File: config.mk
export PLATFORM = sky130hd
export DESIGN_NAME = mhss_dev_flat
export DESIGN_NICKNAME = d
export VERILOG_FILES = /design/src/mhss_pkg.sv /design/src/mhss_if.sv /design/src/mhss_dev.sv /design/src/flat_wrapper.sv
export SDC_FILE = /design/constraint.sdc
export NUM_CORES = 2
export LEC_CHECK = 0
export BUFFER_PORTS_ARGS = -buffer_cell sky130_fd_sc_hd__buf_2
export CAP_MARGIN = 20
export CORE_MARGIN = 1.5
export CORE_UTILIZATION = 55
export CTS_CLUSTER_DIAMETER = 40
export DETAILED_ROUTE_END_ITERATION = 16
export PLACE_DENSITY = 0.72
export SETUP_SLACK_MARGIN = 0.2
export SYNTH_ARGS = -nofsm -noshare
export SYNTH_HDL_FRONTEND = slang
export SYNTH_SLANG_ARGS = --single-unit
File: constraint.sdc
create_clock -name i_clk_sys -period 49.5 [get_ports i_clk_sys]
set_input_delay 7.425 -clock i_clk_sys [delete_from_list [all_inputs] [get_ports i_clk_sys]]
set_output_delay 7.425 -clock i_clk_sys [all_outputs]
set_load 0.03 [all_outputs]
File: src/mhss_pkg.sv
// Notes on behaviour
// - one 8-bit byte per transfer, MSB first
// - 128-byte buffer holds queued host traffic
// - slave acts only while select is low
// - reset returns whole port and buffer
// - master makes clock, slave only follows it
// - MOSI into slave, MISO driven by slave
// - master picks clock polarity and phase
// - serial clock treated asynchronous, synchronised inside
// - slave answers only requests, never volunteers
// - process and call data share decoupled path
// - sync pulses only while distributed clock active
package mhss_pkg;
  // ----------------------------------------------------------------
  // framing and buffers
  // ----------------------------------------------------------------
  localparam int         BYTE_W    = 8;
  localparam int         BUF_BYTES = 128;
  localparam int         TXQ_DEPTH = 4;
  localparam logic [7:0] FILL_BYTE = 8'h00;
  // ----------------------------------------------------------------
  // timing
  // ----------------------------------------------------------------
  localparam int CLK_PERIOD_NS     = 10;
  localparam int SCLK_MIN_NS       = 60;
  localparam int SCLK_HALF_MIN_CYC = (SCLK_MIN_NS + 2 * CLK_PERIOD_NS - 1) / (2 * CLK_PERIOD_NS);
  // both ends add two sync flops, so a half period must outlast the round trip
  localparam int SYNC_HALF_MIN_CYC = 6;
  localparam int SCLK_HALF_CYC     = 8;
  localparam int DC_PERIOD_CYC     = 1000;
  localparam int DC_B_OFS_CYC      = 500;
endpackage

File: src/mhss_if.sv
`timescale 1ns/1ns
interface mhss_if;
  logic sclk;
  logic ss_n;
  logic mosi;
  logic miso_o;
  logic miso_oe;
  logic miso;

  // released line reads as pulled up
  assign miso = miso_oe ? miso_o : 1'h1;

  modport dev (input sclk, ss_n, mosi, output miso_o, miso_oe);
  modport hst (output sclk, ss_n, mosi, input miso);
endinterface

File: src/mhss_dev.sv
`timescale 1ns/1ns
// ------------------------------------------------------------------
// transmit queue
// ------------------------------------------------------------------
module mhss_fifo #(
  parameter int W = mhss_pkg::BYTE_W,
  parameter int D = mhss_pkg::TXQ_DEPTH
) (
  input  wire logic         i_clk_sys,
  input  wire logic         i_rst,
  input  wire logic         i_valid,
  output logic              o_ready,
  input  wire logic [W-1:0] i_data,
  output logic              o_valid,
  input  wire logic         i_ready,
  output logic [W-1:0]      o_data
);
  localparam int PW = (D > 1) ? $clog2(D) : 1;

  if (D < 2 || (D & (D - 1)) != 0 || W < 1) begin : g_chk
    $error("fifo depth must be a power of two of at least 2");
  end

  typedef struct packed {
    logic [D-1:0][W-1:0] mem;
    logic [PW-1:0]       wp;
    logic [PW-1:0]       rp;
    logic [PW:0]         cnt;
    logic                rdy;
    logic                vld;
  } mhss_fifo_st_t;

  mhss_fifo_st_t q_ff;
  mhss_fifo_st_t nxt_q;
  logic          push;
  logic          pop;

  always_comb begin
    nxt_q = q_ff;
    push  = i_valid & q_ff.rdy;
    pop   = i_ready & q_ff.vld;
    if (push) begin
      nxt_q.mem[q_ff.wp] = i_data;
      nxt_q.wp           = q_ff.wp + 1'h1;
    end
    if (pop) begin
      nxt_q.rp = q_ff.rp + 1'h1;
    end
    case ({push, pop})
      2'h2:    nxt_q.cnt = q_ff.cnt + 1'h1;
      2'h1:    nxt_q.cnt = q_ff.cnt - 1'h1;
      default: nxt_q.cnt = q_ff.cnt;
    endcase
    // flags registered so the top sees ready straight from a flop
    nxt_q.rdy = nxt_q.cnt != (PW+1)'(D);
    nxt_q.vld = nxt_q.cnt != '0;
  end

  always_ff @(posedge i_clk_sys or posedge i_rst) begin
    if (i_rst) begin
      q_ff <= '0;
    end else begin
      q_ff <= nxt_q;
    end
  end

  assign o_ready = q_ff.rdy;
  assign o_valid = q_ff.vld;
  assign o_data  = q_ff.mem[q_ff.rp];
endmodule

// ------------------------------------------------------------------
// slave end of the host link
// ------------------------------------------------------------------
module mhss_dev #(
  parameter int DW        = mhss_pkg::BYTE_W,
  parameter int BUF       = mhss_pkg::BUF_BYTES,
  parameter int QD        = mhss_pkg::TXQ_DEPTH,
  parameter int DC_PERIOD = mhss_pkg::DC_PERIOD_CYC,
  parameter int DC_B_OFS  = mhss_pkg::DC_B_OFS_CYC
) (
  input  wire logic          i_clk_sys,
  input  wire logic          i_rst,
  input  wire logic          i_cpol,
  input  wire logic          i_cpha,
  input  wire logic [DW-1:0] i_tx_data,
  input  wire logic          i_tx_valid,
  output logic               o_tx_ready,
  output logic [DW-1:0]      o_rx_data,
  output logic               o_rx_valid,
  input  wire logic          i_rx_ready,
  output logic               o_rx_overrun,
  output logic               o_selected,
  input  wire logic          i_dc_enable,
  output logic               o_dist_clock_pulse_a,
  output logic               o_dist_clock_pulse_b,
  mhss_if.dev                ifc
);
  localparam int AW = $clog2(BUF);
  localparam int BW = $clog2(DW);
  localparam int CW = $clog2(DC_PERIOD);

  if (DW != 8 || BUF < 2 || (BUF & (BUF - 1)) != 0 || DC_PERIOD < 2
      || DC_B_OFS >= DC_PERIOD) begin : g_chk
    $error("byte width must be 8, buffer a power of two, pulse offset inside period");
  end

  // ----------------------------------------------------------------
  // state
  // ----------------------------------------------------------------
  typedef struct packed {
    logic                  sclk_m;
    logic                  sclk_s;
    logic                  sclk_d;
    logic                  sel_m;
    logic                  sel_s;
    logic                  sel_d;
    logic                  mosi_m;
    logic                  mosi_s;
    logic [BW-1:0]         rx_cnt;
    logic [BW-1:0]         tx_cnt;
    logic [DW-1:0]         rx_sh;
    logic [DW-1:0]         tx_sh;
    logic                  tx_q;
    logic                  miso;
    logic                  miso_oe;
    logic [BUF-1:0][DW-1:0] mem;
    logic [AW:0]           wr;
    logic [AW:0]           rd;
    logic [DW-1:0]         rx_data;
    logic                  rx_valid;
    logic                  ovf;
    logic [CW-1:0]         dc_cnt;
    logic                  dc_a;
    logic                  dc_b;
  } mhss_dev_st_t;

  mhss_dev_st_t  q_ff;
  mhss_dev_st_t  nxt_q;
  logic          chg;
  logic          lead;
  logic          trail;
  logic          sel_rise;
  logic          drive;
  logic          sample;
  logic          buf_full;
  logic          buf_empty;
  logic          pop;
  logic          q_vld;
  logic [DW-1:0] q_dat;
  logic [DW-1:0] ld_byte;

  // call traffic waits here so the link never stalls on the user side
  mhss_fifo #(
    .W (DW),
    .D (QD)
  ) u_txq (
    .i_clk_sys (i_clk_sys),
    .i_rst     (i_rst),
    .i_valid   (i_tx_valid),
    .o_ready   (o_tx_ready),
    .i_data    (i_tx_data),
    .o_valid   (q_vld),
    .i_ready   (pop),
    .o_data    (q_dat)
  );

  // ----------------------------------------------------------------
  // edge decode on synchronised link pins
  // ----------------------------------------------------------------
  assign chg       = q_ff.sclk_s ^ q_ff.sclk_d;
  assign lead      = chg & (q_ff.sclk_s ^ i_cpol);
  assign trail     = chg & ~(q_ff.sclk_s ^ i_cpol);
  assign sel_rise  = q_ff.sel_s & ~q_ff.sel_d;
  assign drive     = q_ff.sel_s & (i_cpha ? lead : (trail | sel_rise));
  assign sample    = q_ff.sel_s & (i_cpha ? trail : lead);
  assign buf_empty = q_ff.wr == q_ff.rd;
  assign buf_full  = (q_ff.wr[AW-1:0] == q_ff.rd[AW-1:0]) && (q_ff.wr[AW] != q_ff.rd[AW]);

  always_comb begin
    nxt_q   = q_ff;
    pop     = 1'h0;
    ld_byte = q_vld ? q_dat : mhss_pkg::FILL_BYTE;
    // clock taken only as a sampled level, no relation assumed
    nxt_q.sclk_m  = ifc.sclk;
    nxt_q.sclk_s  = q_ff.sclk_m;
    nxt_q.sclk_d  = q_ff.sclk_s;
    nxt_q.sel_m   = ~ifc.ss_n;
    nxt_q.sel_s   = q_ff.sel_m;
    nxt_q.sel_d   = q_ff.sel_s;
    nxt_q.mosi_m  = ifc.mosi;
    nxt_q.mosi_s  = q_ff.mosi_m;
    nxt_q.ovf     = 1'h0;
    nxt_q.miso_oe = q_ff.sel_s;
    if (!q_ff.sel_s) begin
      // partial byte at frame end is dropped
      nxt_q.rx_cnt = '0;
      nxt_q.tx_cnt = '0;
      nxt_q.tx_q   = 1'h0;
    end
    // ----------------------------------------------------------------
    // transmit: only clocked out against the master's request
    // ----------------------------------------------------------------
    if (drive) begin
      if (q_ff.tx_cnt == '0) begin
        // head only peeked; popped on the first sample edge of the byte
        nxt_q.miso  = ld_byte[DW-1];
        nxt_q.tx_sh = {ld_byte[DW-2:0], 1'h0};
        nxt_q.tx_q  = q_vld;
      end else begin
        nxt_q.miso  = q_ff.tx_sh[DW-1];
        nxt_q.tx_sh = {q_ff.tx_sh[DW-2:0], 1'h0};
      end
      nxt_q.tx_cnt = q_ff.tx_cnt + 1'h1;
    end
    // ----------------------------------------------------------------
    // receive into the transfer buffer
    // ----------------------------------------------------------------
    if (sample) begin
      nxt_q.rx_sh  = {q_ff.rx_sh[DW-2:0], q_ff.mosi_s};
      nxt_q.rx_cnt = q_ff.rx_cnt + 1'h1;
      if (q_ff.rx_cnt == '0) begin
        pop        = q_ff.tx_q;
        nxt_q.tx_q = 1'h0;
      end
      if (q_ff.rx_cnt == BW'(DW - 1)) begin
        if (!buf_full) begin
          nxt_q.mem[q_ff.wr[AW-1:0]] = {q_ff.rx_sh[DW-2:0], q_ff.mosi_s};
          nxt_q.wr                   = q_ff.wr + 1'h1;
        end else begin
          nxt_q.ovf = 1'h1;
        end
      end
    end
    if (!q_ff.rx_valid || i_rx_ready) begin
      if (!buf_empty) begin
        nxt_q.rx_data  = q_ff.mem[q_ff.rd[AW-1:0]];
        nxt_q.rx_valid = 1'h1;
        nxt_q.rd       = q_ff.rd + 1'h1;
      end else begin
        nxt_q.rx_valid = 1'h0;
      end
    end
    // ----------------------------------------------------------------
    // distributed clock pulses
    // ----------------------------------------------------------------
    if (i_dc_enable) begin
      nxt_q.dc_cnt = (q_ff.dc_cnt == CW'(DC_PERIOD - 1)) ? '0 : q_ff.dc_cnt + 1'h1;
      nxt_q.dc_a   = q_ff.dc_cnt == '0;
      nxt_q.dc_b   = q_ff.dc_cnt == CW'(DC_B_OFS);
    end else begin
      nxt_q.dc_cnt = '0;
      nxt_q.dc_a   = 1'h0;
      nxt_q.dc_b   = 1'h0;
    end
  end

  always_ff @(posedge i_clk_sys or posedge i_rst) begin
    if (i_rst) begin
      q_ff <= '0;
    end else begin
      q_ff <= nxt_q;
    end
  end

  // ----------------------------------------------------------------
  // outputs
  // ----------------------------------------------------------------
  assign ifc.miso_o           = q_ff.miso;
  assign ifc.miso_oe          = q_ff.miso_oe;
  assign o_rx_data            = q_ff.rx_data;
  assign o_rx_valid           = q_ff.rx_valid;
  assign o_rx_overrun         = q_ff.ovf;
  assign o_selected           = q_ff.sel_s;
  assign o_dist_clock_pulse_a = q_ff.dc_a;
  assign o_dist_clock_pulse_b = q_ff.dc_b;
endmodule

File: src/flat_wrapper.sv
// flat-port wrapper written by rule: the top's interface ports become plain ports
module mhss_dev_flat 
#(
  parameter int DW        = mhss_pkg::BYTE_W,
  parameter int BUF       = mhss_pkg::BUF_BYTES,
  parameter int QD        = mhss_pkg::TXQ_DEPTH,
  parameter int DC_PERIOD = mhss_pkg::DC_PERIOD_CYC,
  parameter int DC_B_OFS  = mhss_pkg::DC_B_OFS_CYC
)
  (i_clk_sys, i_rst, i_cpol, i_cpha, i_tx_data, i_tx_valid, o_tx_ready, o_rx_data, o_rx_valid, i_rx_ready, o_rx_overrun, o_selected, i_dc_enable, o_dist_clock_pulse_a, o_dist_clock_pulse_b, ifc_sclk, ifc_ss_n, ifc_mosi, ifc_miso_o, ifc_miso_oe);
  mhss_if ifc_i ();
  input  wire logic i_clk_sys;
  input  wire logic i_rst;
  input  wire logic i_cpol;
  input  wire logic i_cpha;
  input  wire logic [DW-1:0] i_tx_data;
  input  wire logic i_tx_valid;
  output logic o_tx_ready;
  output logic [DW-1:0] o_rx_data;
  output logic o_rx_valid;
  input  wire logic i_rx_ready;
  output logic o_rx_overrun;
  output logic o_selected;
  input  wire logic i_dc_enable;
  output logic o_dist_clock_pulse_a;
  output logic o_dist_clock_pulse_b;
  input wire logic [$bits(ifc_i.sclk)-1:0] ifc_sclk;
  input wire logic [$bits(ifc_i.ss_n)-1:0] ifc_ss_n;
  input wire logic [$bits(ifc_i.mosi)-1:0] ifc_mosi;
  output wire logic [$bits(ifc_i.miso_o)-1:0] ifc_miso_o;
  output wire logic [$bits(ifc_i.miso_oe)-1:0] ifc_miso_oe;
  assign ifc_i.sclk = ifc_sclk;
  assign ifc_i.ss_n = ifc_ss_n;
  assign ifc_i.mosi = ifc_mosi;
  assign ifc_miso_o = ifc_i.miso_o;
  assign ifc_miso_oe = ifc_i.miso_oe;
  mhss_dev #(.DW(DW), .BUF(BUF), .QD(QD), .DC_PERIOD(DC_PERIOD), .DC_B_OFS(DC_B_OFS)) u_core (.i_clk_sys(i_clk_sys), .i_rst(i_rst), .i_cpol(i_cpol), .i_cpha(i_cpha), .i_tx_data(i_tx_data), .i_tx_valid(i_tx_valid), .o_tx_ready(o_tx_ready), .o_rx_data(o_rx_data), .o_rx_valid(o_rx_valid), .i_rx_ready(i_rx_ready), .o_rx_overrun(o_rx_overrun), .o_selected(o_selected), .i_dc_enable(i_dc_enable), .o_dist_clock_pulse_a(o_dist_clock_pulse_a), .o_dist_clock_pulse_b(o_dist_clock_pulse_b), .ifc(ifc_i));
endmodule
# Word level (Yosys, flattened, before mapping)
# Cells that the tools add are included.
dict set report word_totals {
  output_inout_bits 16
  word_cells 243
  register_bits 1134
}
dict set report classes {
  reduce_logical 11
  bitwise_logic 15
  n_mux 32
  addsub 9
  n_eq_ne 11
  magnitude_cmp 6
}
# operator n
set ops {}
lappend ops {{$bwmux 1024} 1}
lappend ops {{$bmux 8 s7} 1}
lappend ops {{$demux 8 s7} 1}
lappend ops {{$mux 8} 6}
lappend ops {{$bwmux 32} 1}
lappend ops {{$add 8x1->8 const B} 2}
lappend ops {{$bmux 8 s2} 1}
lappend ops {{$demux 8 s2} 1}
lappend ops {{$lt 7x8->1 const B} 2}
lappend ops {{$mux 1} 13}
lappend ops {{$mux 12} 1}
lappend ops {{$add 10x1->10 const B} 1}
lappend ops {{$eq 10x10->1 const B} 1}
lappend ops {{$eq 10x9->1 const B} 1}
lappend ops {{$logic_not 10->1} 1}
lappend ops {{$mux 10} 1}
lappend ops {{$add 3x1->3 const B} 3}
lappend ops {{$eq 8x8->1} 1}
lappend ops {{$and 1x1->1} 7}
lappend ops {{$eq 7x7->1} 1}
lappend ops {{$ge 7x1->1 const B} 1}
lappend ops {{$logic_not 3->1} 2}
lappend ops {{$lt 2x3->1 const B} 2}
lappend ops {{$mux 3} 2}
lappend ops {{21 further kinds} 30}

# Depth between registers and ports, before layout
dict set report depth {
  word_depth 10
  mapped_depth 12
  mapped_depth_nobuf 10
}

# Modules after synthesis
# A second synthesis with hierarchy kept.
dict set report hier_totals {
  cells_unflattened 3593
  area_unflattened_um2 52021.1
}
# mod cells_each area_per_inst_um2 n_inst
set modules_own_cells {}
lappend modules_own_cells {mhss_dev 3475 50105.6 1}
lappend modules_own_cells {mhss_fifo 118 1915.6 1}

# Least setup slack after synthesis
# No wires, ideal clock.
dict set report synth_path {
  kind {input -> register}
  from {input port i_cpol}
  to {register u_core.u_txq.q_ff (netlist bit u_core.u_txq.o_ready)}
  slack_ns 39.867
  required_ns 49.374
  path_stages 9
  arrival_ns 9.507
  path_cell_list {xor2_2 -> mux2_4 -> nand2_1 -> nor3_1 -> ha_1 -> fa_1 -> mux2_2 -> nor2_1 -> nand2_1}
}
# element line_no
set synth_rtl {}
lappend synth_rtl {{start, declared} flat_wrapper.sv:14} ;# input wire logic i_cpol;
lappend synth_rtl {{end signal, assigned} mhss_dev.sv:63} ;# q_ff <= nxt_q;
lappend synth_rtl {{end, declared} mhss_dev.sv:33} ;# mhss_fifo_st_t q_ff;

==> flow_metrics.py <==
metrics = {
    "status": {
        "outcome": "finished, final reports clean",
    },
    "timing": {
        "relSlewSlack_pct": 23.8,
        "clock_skew_ps": 26.9,
        "max_freq_mhz": 91.5,
        "finalHoldViolations": 0,
        "period_minus_slack_ps": 10930,
        "finalCritPeriodShare_pct": 22.1,
        "setup_violations": 0,
        "drv_slew": 0,
        "worstMarginPinSlew_ps": 1140,
        "finalSetupTns_ps": 0,
        "grt_setup_unrepaired": "false",
    },
    "place": {
        "port_buffers": 33,
        "post_dp_cell_area_sq_um": 54100,
        "gp_congestion": 0.863,
        "dpl.hpwl_um": 75900,
    },
    "setup_path": {
        "worst-r2r-setup-slack_ps": 44690,
        "path_cells": "buf_2 > inv_8 > buf_4 > buf_4 > buf_4 > buf_4",
        "critPathKind": "in2async",
        "critPathArrivalTime_ps": 11660,
        "start_kind": "input pin",
        "end_kind": "asynchronous set/reset pin",
        "max_stage_delay_ps": 870,
        "cp_max_fo": 109,
        "required_ps": 50230,
        "path_common_cell": "buf_4",
        "cpMaxStageDelayCell": "buf_4",
    },
    "global_route": {
        "grt_pass1_vias": 31754,
        "antenna_found_initial": 2,
        "overflow": 0,
        "grt_max_degree": 184,
        "grt_usage_pct": 26.0,
        "grt_pass1_wl_um": 196000,
    },
    "die": {
        "die_y_um": 314,
        "rows": 113,
        "core_sq_um": 95400,
        "initial_core_util_pct": 55.7,
        "pin_count": 34,
        "die-area_sq_um": 98500,
        "chipWidth_um": 314,
    },
    "synthesis": {
        "yosysTopAreaCell": "dfrtp_1",
        "yosys_register_bits": 1133,
        "synth_area_per_cell_sq_um": 14.7,
        "ys_warn_count": 0,
        "yosys.area_share.simple_pct": 5.73,
        "synthAdderAreaFrac_pct": 0.367,
        "synth_mux_area_share_pct": 35.2,
        "yosysTopAreaCellShare_pct": 53.4,
        "syn_area_sq_um": 53100,
        "synth_top_family_by_area": "multiplexers",
        "ys_seq_area_share_pct": 53.4,
        "syn_inst": 3610,
        "ys_types": 57,
        "synthesis.nets": 3643,
        "synth-xor-area-share_pct": 0.624,
        "synth_compound_area_share_pct": 2.23,
        "synthTopCellsByArea": "dfrtp_1, mux2_2, mux4_2",
    },
    "route": {
        "ant_nets": 0,
        "wl_um": 125000,
        "drc": 0,
        "vias_per_cell": 6.14,
        "first_pass_iters": 5,
        "wl_per_cell_um": 25.2,
        "drtIter0Drc": 2408,
        "vias": 30509,
    },
    "power": {
        "ir_drop_mv": 0.0525,
        "p_per_area_nw_per_um2": 45.9,
        "power.leakage_uw": 0.0287,
    },
    "clock_tree": {
        "cts_buffers": 150,
        "h-tree-depth": 4,
        "cts-resized-gates": 0,
        "clockRootBuffer": "clkbuf_16",
        "cts.path.max_buffers": 3,
        "clk_latency_ps": 760,
        "post_cts_buffers": 0,
        "cts_hold_buf": 0,
        "cts_tree": "done",
        "clk_pin_slew_ps": 50,
        "cts.sinks": 1133,
    },
    "layout": {
        "design_area_sq_um": 59300,
        "area_growth_pct": 11.5,
        "finalNetCount": 3611,
        "drive_gt1_share_pct": 42.2,
    },
    "job": {
        "maxCapViolCount": 0,
    },
    "worst_hold_path": {
        "min_path_type": "reg2reg",
    },
}
metal layers:
layer,share of wire (%),up-vias,GRT usage [%]
met2,48,735,41.1
li1,-,13171,-
met5,0.0088,-,0
met1,44,16366,36.7
met4,2.9,2,8.62
met3,5.0,235,4.66
layout make-up:
class,count,area [sq um]
clock buffers,196,4220
inverters,21,86.3
fillers,7082,36200
well taps,1265,1580
repair buffers,81,636
multi-input cells,2191,23500
diodes,1,2.50
clock inverters,80,876
flip-flops and latches,1133,28400
through the flow:
| step | util [%] | hold slack (ps) | instances | total power (uW) | worst slack, ps |
|---|---|---|---|---|---|
| CTS | 62.0 | 348 | 4964 | 2730 | 38360 |
| detailed placement | 56.7 | 336 | 4688 | 1640 | 37560 |
| floorplan | - | 331 | 3610 | 1450 | 10170 |
| global placement | 56.7 | 334 | 4685 | 1640 | 37550 |
| finish | 62.1 | 345 | 4968 | 2720 | 38570 |
| global route | 62.1 | 357 | 4967 | 2810 | 37790 |
final timing paths:
kind                                                    from  cells past startpoint                              end
worst min-delay path            u_core.nxt_q[1087]$_DFF_PP0_                      0      u_core.q_ff[1087]$_DFF_PP0_
worst min register to register  u_core.nxt_q[1087]$_DFF_PP0_                      0      u_core.q_ff[1087]$_DFF_PP0_
worst max-delay path                                   i_rst                      6     u_core.q_ff[268]$_DFFE_PP0P_
min in group asynchronous                              i_rst                      2         u_core.q_ff[4]$_DFF_PP0_
max in group i_clk_sys                                i_cpol                      8    u_core.q_ff[1036]$_DFFE_PP0P_
worst max register to register   u_core.q_ff[22]$_DFFE_PP0P_                      8  u_core.o_rx_data[6]$_DFFE_PP0P_
cells in the mapped netlist (all sizes together):
cell type / instances
dfrtp: 1133
mux2: 1084
mux2i: 255
clkbuf: 172
mux4: 164
nand2: 156
nor2: 123
buf: 93
a22oi: 80
nand3: 73
a21oi: 39
inv: 21
xor2: 20
nor2b: 19
nor4: 19
nor3: 17
xnor2: 17
o21ai: 15
ha: 14
nand2b: 14
and2: 12
nand4: 11
a31oi: 9
a32oi: 8
and3: 5
o221ai: 5
a2111oi: 4
a221oi: 4
a22o: 4
and4b: 4
o211ai: 3
or3: 3
a21boi: 2
or2: 2
fa: 1
nand3b: 1
nand4b: 1
nand4bb: 1
or3b: 1
or4: 1
worst max-delay path, delay by kind of cell:
| family | cells | cell delay (ps) |
|---|---|---|
| buf+inv | 6 | 3990 |
power breakdown:
group          internal, uW  leakage, uW  switching, uW
clock                   664      0.00243            423
combinational           204       0.0106            382
sequential              958       0.0157           86.0
total                  1830       0.0287            891
placed cells by master, fill, tap and decap left out, types with 11 or more instances in the layout:
cell	n
o21ai_0	14
nand2_8	27
ha_1	14
dfrtp_1	1121
clkbuf_8	14
nor2b_1	17
nor2_4	39
nand3_1	73
mux2_1	158
nand2_1	116
nor3_1	15
nor2_2	31
clkbuf_16	157
buf_4	38
a21oi_1	39
bufinv_16	11
nor4_1	17
inv_6	12
xnor2_1	17
a22oi_1	80
and2_1	11
dfrtp_4	11
clkinv_2	17
mux2_2	861
mux4_2	164
mux2i_1	255
mux2_4	65
clkbuf_1	25
xor2_1	19
buf_2	33
clkinvlp_4	22
nand2b_1	14
clkinv_4	13
nor2_1	53
inv_1	20
cells by family after synthesis:
family / Yosys count
muxes: 1503
DFF: 1133
and+or+nand+nor: 463
buffers and inverters: 286
AOI/OAI and AO/OA: 173
xor gates and xnor gates: 37
adders and majority gates: 15
sequential cells by signal (all words and copies together), names as in the netlist:
signal	cells
u_core.ifc.miso_o	1
u_core.o_rx_data	8
u_core.u_txq.o_ready	1
u_core.q_ff	1074
u_core.o_rx_valid	1
u_core.u_txq.q_ff	39
u_core.o_selected	1
u_core.o_dist_clock_pulse_a	1
u_core.u_txq.o_valid	1
u_core.o_rx_overrun	1
u_core.nxt_q	4
u_core.o_dist_clock_pulse_b	1
(Power assumes the default switching activity.)
